===== config.mk =====
export PLATFORM = sky130hd
export DESIGN_NAME = cfs_fault_status_bank
export DESIGN_NICKNAME = d
export VERILOG_FILES = /design/src/cfs_pkg.sv /design/src/cfs_fault_status_bank.sv
export SDC_FILE = /design/constraint.sdc
export NUM_CORES = 1
export LEC_CHECK = 0
export BUFFER_PORTS_ARGS = -buffer_cell sky130_fd_sc_hd__buf_2
export CAP_MARGIN = 20
export CORE_ASPECT_RATIO = 0.5
export CORE_MARGIN = 4
export CORE_UTILIZATION = 55
export CTS_CLUSTER_DIAMETER = 100
export CTS_CLUSTER_SIZE = 20
export DETAILED_ROUTE_END_ITERATION = 8
export PLACE_DENSITY_LB_ADDON = 0.1
export REMOVE_ABC_BUFFERS = 1
export SETUP_SLACK_MARGIN = 0.05
export SLEW_MARGIN = 10
export SYNTH_ARGS = -nofsm -noshare
export SYNTH_HDL_FRONTEND = slang
export SYNTH_SLANG_ARGS = --single-unit

===== constraint.sdc =====
create_clock -name clock -period 3.1 [get_ports clock]
set_clock_uncertainty 0.15 [all_clocks]
set_input_delay 0.155 -clock clock [delete_from_list [all_inputs] [get_ports clock]]
set_output_delay 0.155 -clock clock [all_outputs]
set_load 0.02 [all_outputs]

===== src/cfs_pkg.sv =====
// constants and types for the converter fault status bank
package cfs_pkg;
	localparam logic [7:0] OFF_SUPPLY = 8'hd4;
	localparam logic [7:0] OFF_OVERCURRENT = 8'hd5;
	localparam logic [7:0] OFF_SERIOUS = 8'hd6;
	localparam logic [7:0] OFF_BUS_LIMIT = 8'hd7;
	localparam logic [7:0] RESET_VALUE = 8'h00;
	// implemented bits per register, the rest read zero
	localparam logic [7:0] MASK_SUPPLY = 8'h31;
	localparam logic [7:0] MASK_OVERCURRENT = 8'hb7;
	localparam logic [7:0] MASK_SERIOUS = 8'h14;
	localparam logic [7:0] MASK_BUS_LIMIT = 8'hff;
	localparam int BIT_GATE_DRIVE_BAD = 0;
	localparam int BIT_AUX_OV = 4;
	localparam int BIT_AUX_UV = 5;
	localparam int BIT_OC_ONE = 0;
	localparam int BIT_OC_TWO = 1;
	localparam int BIT_NEG_OC = 2;
	localparam int BIT_CCL = 4;
	localparam int BIT_AVG_LIMIT = 5;
	localparam int BIT_THERMAL = 7;
	localparam int BIT_CONT_OC_TWO = 2;
	localparam int BIT_CONT_NEG_OC = 4;
	// junction temperature limit in degrees Celsius, compared outside
	localparam int THERMAL_LIMIT_C = 150;
	// a condition must stand for more than this many cycles
	localparam logic [2:0] PERSIST_LIMIT = 3'h3;
	localparam logic [2:0] PERSIST_TRIP = 3'h4;

	typedef struct packed {
		logic gate_drive_supply_bad;
		logic aux_micro_regulator_ov;
		logic aux_micro_regulator_uv;
		logic overcurrent_level_one;
		logic overcurrent_level_two;
		logic negative_overcurrent;
		logic constant_current_loop;
		logic average_current_limit_fault;
		logic thermal_over_limit;
		logic [3:0] low_voltage_bus_limit;
		logic [3:0] high_voltage_bus_limit;
	} cfs_fault_s;

	typedef struct packed {
		logic wr_en;
		logic rd_en;
		logic [7:0] addr;
		logic [7:0] wr_data;
	} cfs_access_s;
endpackage


===== src/cfs_fault_status_bank.sv =====
// fault status register bank with persistence shutdown logic
// Contract
// bit 0 of supply register flags gate drive supply outside 4.8V..5.6V
// bit 4 of supply register flags aux regulator overvoltage
// bit 5 of supply register flags aux regulator undervoltage
// overcurrent bit 0 sets on level one trip; phase recorded elsewhere
// overcurrent bit 1 sets on level two trip; phase recorded elsewhere
// overcurrent bit 2 sets on negative overcurrent; same location register
// overcurrent bit 4 shows constant current loop operation live
// overcurrent bit 5 sets on average current limit fault
// overcurrent bit 7 sets when junction exceeds 150 C
// level two over three cycles: FETs off, serious bit 2 set
// negative overcurrent over three cycles: FETs off, serious bit 4 set
// limit register bits 0-3 low bus, 4-7 high bus, same order
// status registers are byte wide, RW, write protectable, reset zero
// flags stay set until host writes one to clear; reserved read zero
`timescale 1ns/100ps
module cfs_fault_status_bank (
	input wire logic clock,
	input wire logic rst,
	input wire cfs_pkg::cfs_fault_s fault,
	input wire cfs_pkg::cfs_access_s access,
	input wire logic write_protect,
	output logic [7:0] rd_data_reg,
	output logic rd_valid_reg,
	output logic fet_shutdown_reg,
	output logic location_one_strobe_reg,
	output logic location_two_strobe_reg
);
	logic [7:0] supply_reg, supply_next;
	logic [7:0] ocur_reg, ocur_next;
	logic [7:0] serious_reg, serious_next;
	logic [7:0] limit_reg, limit_next;
	logic [2:0] oc_two_cnt_reg, oc_two_cnt_next;
	logic [2:0] neg_cnt_reg, neg_cnt_next;
	logic [7:0] rd_data_next;
	logic rd_valid_next;
	logic fet_shutdown_next;
	logic loc_one_next, loc_two_next;
	logic wr_ok;
	logic [7:0] set_supply, set_ocur, set_serious, set_limit;
	logic [7:0] ccl_bits;

	// set wins over a clear arriving in the same cycle
	function automatic logic [7:0] sticky(input logic [7:0] old,
		input logic [7:0] set, input logic [7:0] mask,
		input logic clr_hit, input logic [7:0] clr);
		logic [7:0] c;
		c = clr_hit ? clr : 8'h00;
		sticky = ((old & ~c) | set) & mask;
	endfunction

	function automatic logic [2:0] persist(input logic [2:0] cnt,
		input logic cond);
		if (!cond)
			persist = 3'h0;
		else if (cnt == cfs_pkg::PERSIST_TRIP)
			persist = cnt;
		else
			persist = cnt + 3'h1;
	endfunction

	always_comb begin
		wr_ok = access.wr_en && !write_protect;
		set_supply = 8'h00;
		set_supply[cfs_pkg::BIT_GATE_DRIVE_BAD] = fault.gate_drive_supply_bad;
		set_supply[cfs_pkg::BIT_AUX_OV] = fault.aux_micro_regulator_ov;
		set_supply[cfs_pkg::BIT_AUX_UV] = fault.aux_micro_regulator_uv;
		set_ocur = 8'h00;
		set_ocur[cfs_pkg::BIT_OC_ONE] = fault.overcurrent_level_one;
		set_ocur[cfs_pkg::BIT_OC_TWO] = fault.overcurrent_level_two;
		set_ocur[cfs_pkg::BIT_NEG_OC] = fault.negative_overcurrent;
		set_ocur[cfs_pkg::BIT_AVG_LIMIT] = fault.average_current_limit_fault;
		set_ocur[cfs_pkg::BIT_THERMAL] = fault.thermal_over_limit;
		ccl_bits = 8'h00;
		ccl_bits[cfs_pkg::BIT_CCL] = fault.constant_current_loop;
		oc_two_cnt_next = persist(oc_two_cnt_reg, fault.overcurrent_level_two);
		neg_cnt_next = persist(neg_cnt_reg, fault.negative_overcurrent);
		set_serious = 8'h00;
		set_serious[cfs_pkg::BIT_CONT_OC_TWO] =
			(oc_two_cnt_next == cfs_pkg::PERSIST_TRIP);
		set_serious[cfs_pkg::BIT_CONT_NEG_OC] =
			(neg_cnt_next == cfs_pkg::PERSIST_TRIP);
		set_limit = {fault.high_voltage_bus_limit,
			fault.low_voltage_bus_limit};

		supply_next = sticky(supply_reg, set_supply, cfs_pkg::MASK_SUPPLY,
			wr_ok && access.addr == cfs_pkg::OFF_SUPPLY,
			access.wr_data);
		ocur_next = (sticky(ocur_reg, set_ocur, cfs_pkg::MASK_OVERCURRENT,
			wr_ok && access.addr == cfs_pkg::OFF_OVERCURRENT,
			access.wr_data) & ~(8'h01 << cfs_pkg::BIT_CCL)) | ccl_bits;
		serious_next = sticky(serious_reg, set_serious,
			cfs_pkg::MASK_SERIOUS,
			wr_ok && access.addr == cfs_pkg::OFF_SERIOUS,
			access.wr_data);
		limit_next = sticky(limit_reg, set_limit, cfs_pkg::MASK_BUS_LIMIT,
			wr_ok && access.addr == cfs_pkg::OFF_BUS_LIMIT,
			access.wr_data);

		// external FETs held off while a continuous fault is latched
		fet_shutdown_next = |serious_next;
		loc_one_next = fault.overcurrent_level_one ||
			fault.negative_overcurrent;
		loc_two_next = fault.overcurrent_level_two;

		rd_valid_next = access.rd_en;
		rd_data_next = rd_data_reg;
		if (access.rd_en) begin
			case (access.addr)
				cfs_pkg::OFF_SUPPLY: rd_data_next = supply_reg;
				cfs_pkg::OFF_OVERCURRENT: rd_data_next = ocur_reg;
				cfs_pkg::OFF_SERIOUS: rd_data_next = serious_reg;
				cfs_pkg::OFF_BUS_LIMIT: rd_data_next = limit_reg;
				default: rd_data_next = 8'h00;
			endcase
		end
	end

	always_ff @(posedge clock) begin
		if (rst) begin
			supply_reg <= cfs_pkg::RESET_VALUE;
			ocur_reg <= cfs_pkg::RESET_VALUE;
			serious_reg <= cfs_pkg::RESET_VALUE;
			limit_reg <= cfs_pkg::RESET_VALUE;
			oc_two_cnt_reg <= 3'h0;
			neg_cnt_reg <= 3'h0;
			rd_data_reg <= 8'h00;
			rd_valid_reg <= 1'b0;
			fet_shutdown_reg <= 1'b0;
			location_one_strobe_reg <= 1'b0;
			location_two_strobe_reg <= 1'b0;
		end else begin
			supply_reg <= supply_next;
			ocur_reg <= ocur_next;
			serious_reg <= serious_next;
			limit_reg <= limit_next;
			oc_two_cnt_reg <= oc_two_cnt_next;
			neg_cnt_reg <= neg_cnt_next;
			rd_data_reg <= rd_data_next;
			rd_valid_reg <= rd_valid_next;
			fet_shutdown_reg <= fet_shutdown_next;
			location_one_strobe_reg <= loc_one_next;
			location_two_strobe_reg <= loc_two_next;
		end
	end
endmodule


; ---- Word-level counts from Yosys, hierarchy flattened
; Index checks and enable logic that the tools add are counted.
[op_classes]
bitwise_logic = 13
mux = 9
n_lt_le_gt_ge = 0
reduce_logical = 8
shifts = 0
n_eq_ne = 8
multipliers = 0
n_div = 0
add_sub_neg = 2
[op_table]
columns = cell, n
row1 = $eq A8 B8 Y1 const B, 4
row2 = $pmux W8 S4, 1
row3 = $and A8 B8 Y8, 2
row4 = $mux W8, 2
row5 = $not A8 Y8, 2
row6 = $or A8 B8 Y8, 2
row7 = $eq A3 B3 Y1 const B, 4
row8 = $mux W3, 4
row9 = $or A8 B5 Y8, 1
row10 = $add A3 B1 Y3 const B, 2
row11 = $and A6 B6 Y6, 1
row12 = $mux W6, 1
row13 = $not A6 Y6, 1
row14 = $or A6 B6 Y6, 1
row15 = $and A5 B5 Y5, 1
row16 = $logic_and A1 B1 Y1, 5
row17 = $mux W5, 1
row18 = $not A5 Y5, 1
row19 = $or A5 B5 Y5, 1
row20 = $reduce_or A2 Y1, 1
row21 = $logic_not A1 Y1, 1
row22 = $logic_or A1 B1 Y1, 1
[totals]
memories = 0
regBits = 39
ramBits = 0
elab_cells = 51
latchBits = 0
input_bits = 38
rom_bits = 0

; ---- Depth between registers and ports, before layout
[depth]
ltp_word = 8
mapped_depth = 6

; ---- Worst setup path before layout
; No wires, ideal clock.
[synth_timing]
kind = register -> register
start = register oc_two_cnt_reg[0]
end = register fet_shutdown_reg
stages_incl_launch_ff = 7
synth_period_minus_slack_ps = 1736
setup_ps = 71
required_time_ps = 2879
arrival_ps = 1515
path_buffers = 0
path_slack_ps = 1364
path_cell_list = dfxtp_1 > inv_1 > ha_1 > or3b_2 > a31oi_1 > a32oi_1 > a21oi_1
[synth_between]
elab_chain_len = 6
word_cells_on_any_way = 7
classes_between = add/sub: 1 / eq/ne: 2 / mux: 2 / bitwise: 1 / reduce/logical: 1
[synth_rtl]
columns = item, line_no
row1 = "start, declared", cfs_fault_status_bank.sv:34  ; logic [2:0] oc_two_cnt_reg, oc_two_cnt_next;
row2 = "start signal, assigned", cfs_fault_status_bank.sv:138  ; oc_two_cnt_reg <= oc_two_cnt_next;
row3 = $add A3 B1 Y3 / $eq A3 B3 Y1 (equally long branches), "cfs_fault_status_bank.sv:60, cfs_fault_status_bank.sv:57"
row4 = $mux W3 (*), cfs_fault_status_bank.sv:57  ; else if (cnt == cfs_pkg::PERSIST_TRIP)
row5 = $mux W3 (*), cfs_fault_status_bank.sv:55  ; if (!cond)
row6 = $eq A3 B3 Y1 (*), cfs_fault_status_bank.sv:81  ; (oc_two_cnt_next == cfs_pkg::PERSIST_TRIP);
row7 = $or A5 B5 Y5 (*), cfs_fault_status_bank.sv:50  ; sticky = ((old & ~c) | set) & mask;
row8 = $reduce_or A2 Y1 (*), cfs_fault_status_bank.sv:102  ; fet_shutdown_next = |serious_next;
row9 = "end signal, assigned", cfs_fault_status_bank.sv:142  ; fet_shutdown_reg <= fet_shutdown_next;
row10 = "end, declared", cfs_fault_status_bank.sv:26  ; output logic fet_shutdown_reg,
; Mark *: on every way between the ends. The rest lies on a longest branch, timed or not.
; A chain may end at the register's enable or synchronous reset.

; ---- Worst setup path after layout
; Same ends and word-level chain as after synthesis.

==> metrics.md <==
| Metric | Value |
|---|---|
| RD Place Congestion | 0.778 |
| Initial core utilization | 0.578 |
| Total Power | 0.967 mW |
| Skew-Pair Late Insertion Delay | 0.29 ns |
| Chip width | 87.6 um |
| Layout cells sized above 1 | 0.269 |
| P_leak | 1.02 nW |
| CTS max path bufs | 2 |
| TritonCTS Buffers | 5 |
| # IOs | 50 |
| Rel. slew slack | 0.567 |
| Sink Count | 37 |
| Total wire length | 4020 um |
| Top cells by count, synth | dfxtp_1, nor2_1, inv_1 |
| CTS tree | done |
| Yosys top cell area share | 0.425 |
| Post-CTS setup buffers | 0 |
| CORE AREA | 0.00301 mm^2 |
| Synth cell types | 33 |
| PwrDens | 432 mW/mm^2 |
| WHS | -0.00351 ns |
| Post-synth EDFFs | 0 |
| # diodes | 0 |
| Max rail drop VDD | 0.319 mV |
| Via density | 5.33 |
| Worst-path clk slew | 0.07 ns |
| PortBufs | 49 |
| Ys async rst share | 0 |
| H-tree levels | 2 |
| Critical Setup Path Class | register to register |
| Period utilization | 0.644 |
| Unrepaired setup endpoints after global routing | false |
| Synth-to-Final Area Change | 28.4% |
| CP Data Required Time | 3.17 ns |
| Critical path arrival | 2.06 ns |
| Register area share after synthesis | 0.425 |
| Total track usage | 0.207 |
| Pin count of the biggest net entering global routing | 33 |
| GRT overflow | 0 |
| Die area | 0.00419 mm^2 |
| Largest area contributor in the netlist | dfxtp_1 |
| Worst hold path class | primary input to register |
| First-pass GRT wire length | 6420 um |
| Mapped cell area | 0.00174 mm^2 |
| Antenna violations before repair | 0 |
| Avg WL per Cell | 13.4 um |
| Fin. Hold Viols | 1 |
| Vias | 1599 |
| Final setup TNS | 0 ns |
| DRC Markers | 0 |
| Die height | 47.8 um |
| Largest cells by area after synthesis | dfxtp_1, nor2_1, a311oi_2 |
| Violated checks | hold timing |
| Prevailing post-synth register cell | dfxtp_1 |
| Fin crit period | 2.00 ns |
| Area of the multi-input gates | 882 um^2 |
| # rows | 14 |
| DRT antenna net count | 0 |
| Filler cell count in the final layout | 235 |
| Clk root buf | clkbuf_8 |
| DR pass1 iterations | 4 |
| FMAX | 501 MHz |
| Syn avg cell area | 8.94 um^2 |
| MaxCap Viol Count | 0 |
| Register Area | 741 um^2 |
| Vias in the first global route | 1411 |
| Syn Inst Count | 195 |
| Slew Viols, Final | 0 |
| CP endpoint kind | register |
| Least-Margin Pin Slew | 0.649 ns |
| Status | finished with violations |
| Yosys reg bits | 37 |
| CP Max Fanout | 6 |
| Syn. warnings | 0 |
| CP startpoint kind | register |
| Most numerous cell in the Yosys netlist | dfxtp_1 |
| Final #Nets | 301 |
| # setup viols final | 0 |
| Initial DRC Count | 45 |
| Detailed Place HPWL | 2850 um |
-- metal layers --
metal | up-vias | track usage | share of wire
met4 | 0 | 0.0765 | 0.012
met5 | - | 0 | 0
li1 | 807 | - | -
met2 | 35 | 0.347 | 0.48
met1 | 750 | 0.260 | 0.45
met3 | 7 | 0.0601 | 0.057
-- worst paths after layout --
path	slack, ns	to	from	cells after the start
max	1.10	fet_shutdown_reg$_SDFF_PP0_	oc_two_cnt_reg[0]$_SDFF_PP0_	6
min	-0.004	limit_reg[2]$_SDFF_PP0_	fault[6]	3
max reg2reg	1.10	fet_shutdown_reg$_SDFF_PP0_	oc_two_cnt_reg[0]$_SDFF_PP0_	6
min reg2reg	0.32	rd_data_reg[6]$_SDFFE_PP0P_	rd_data_reg[6]$_SDFFE_PP0P_	2
-- cells by family after synthesis --
group,count (synthesis),synth area share
AO/OA/AOI/OAI,34,0.144
XOR/XNOR,2,0.0101
adder cells (fa/ha/maj),4,0.0287
buffers and inverters,27,0.0689
flip-flops,37,0.425
multiplexers,9,0.0603
AND/OR/NAND/NOR,82,0.263
-- cells in the final DEF, fill, tap and decap left out, types with 4 or more instances in the layout --
cell type,count
a21oi_1,15
a311oi_2,6
and4b_1,5
buf_2,49
clkbuf_8,5
dfxtp_1,37
dlygate4sd3_1,17
ha_1,4
inv_1,18
mux2i_1,6
nand2_1,7
nand2b_1,12
nand3_1,9
nand4_1,5
nor2_1,25
nor2b_1,4
nor3_1,5
o21ai_0,6
-- worst max-delay path: stages, from the launching register on --
cell and delay, ns:
dfxtp_1 0.43, inv_1 0.07, ha_1 0.24, or3b_2 0.49
a31oi_1 0.22, a32oi_1 0.16, a21oi_1 0.16
-- metrics by stage --
stage	utilization	instance area [um^2]	hold WS, ns	setup WS, ns	instances
global placement	0.659	1990	0.215	1.27	275
detailed placement	0.659	1990	0.226	1.23	275
finish	0.743	2240	-0.00351	1.10	300
global route	0.743	2240	0.0161	0.977	300
floorplan	-	1690	0.0729	1.36	186
CTS	0.743	2240	0.00125	1.21	300
-- cell type report --
class | instances | area share
Clock inverter | 2 | 0.00447
Inverter | 18 | 0.0302
Tap cell | 40 | 0.0224
Sequential cell | 37 | 0.331
Timing Repair Buffer | 66 | 0.186
Clock buffer | 6 | 0.0324
Multi-Input combinational cell | 131 | 0.394
-- where the power goes --
part | switching [mW] | total, mW | internal (mW)
combinational | 0.0640 | 0.132 | 0.0680
clock | 0.170 | 0.326 | 0.156
sequential | 0.0116 | 0.509 | 0.497
total | 0.246 | 0.967 | 0.721
-- what timing repair did --
item | 4_1_cts | 5_1_grt
resized for setup | 0 | 0
endpoints found under the hold margin | 17 | 0
endpoints found under the setup margin | 0 | 0
hold buffers | 17 | 0
No activity file was read; power rests on OpenSTA's default activity.
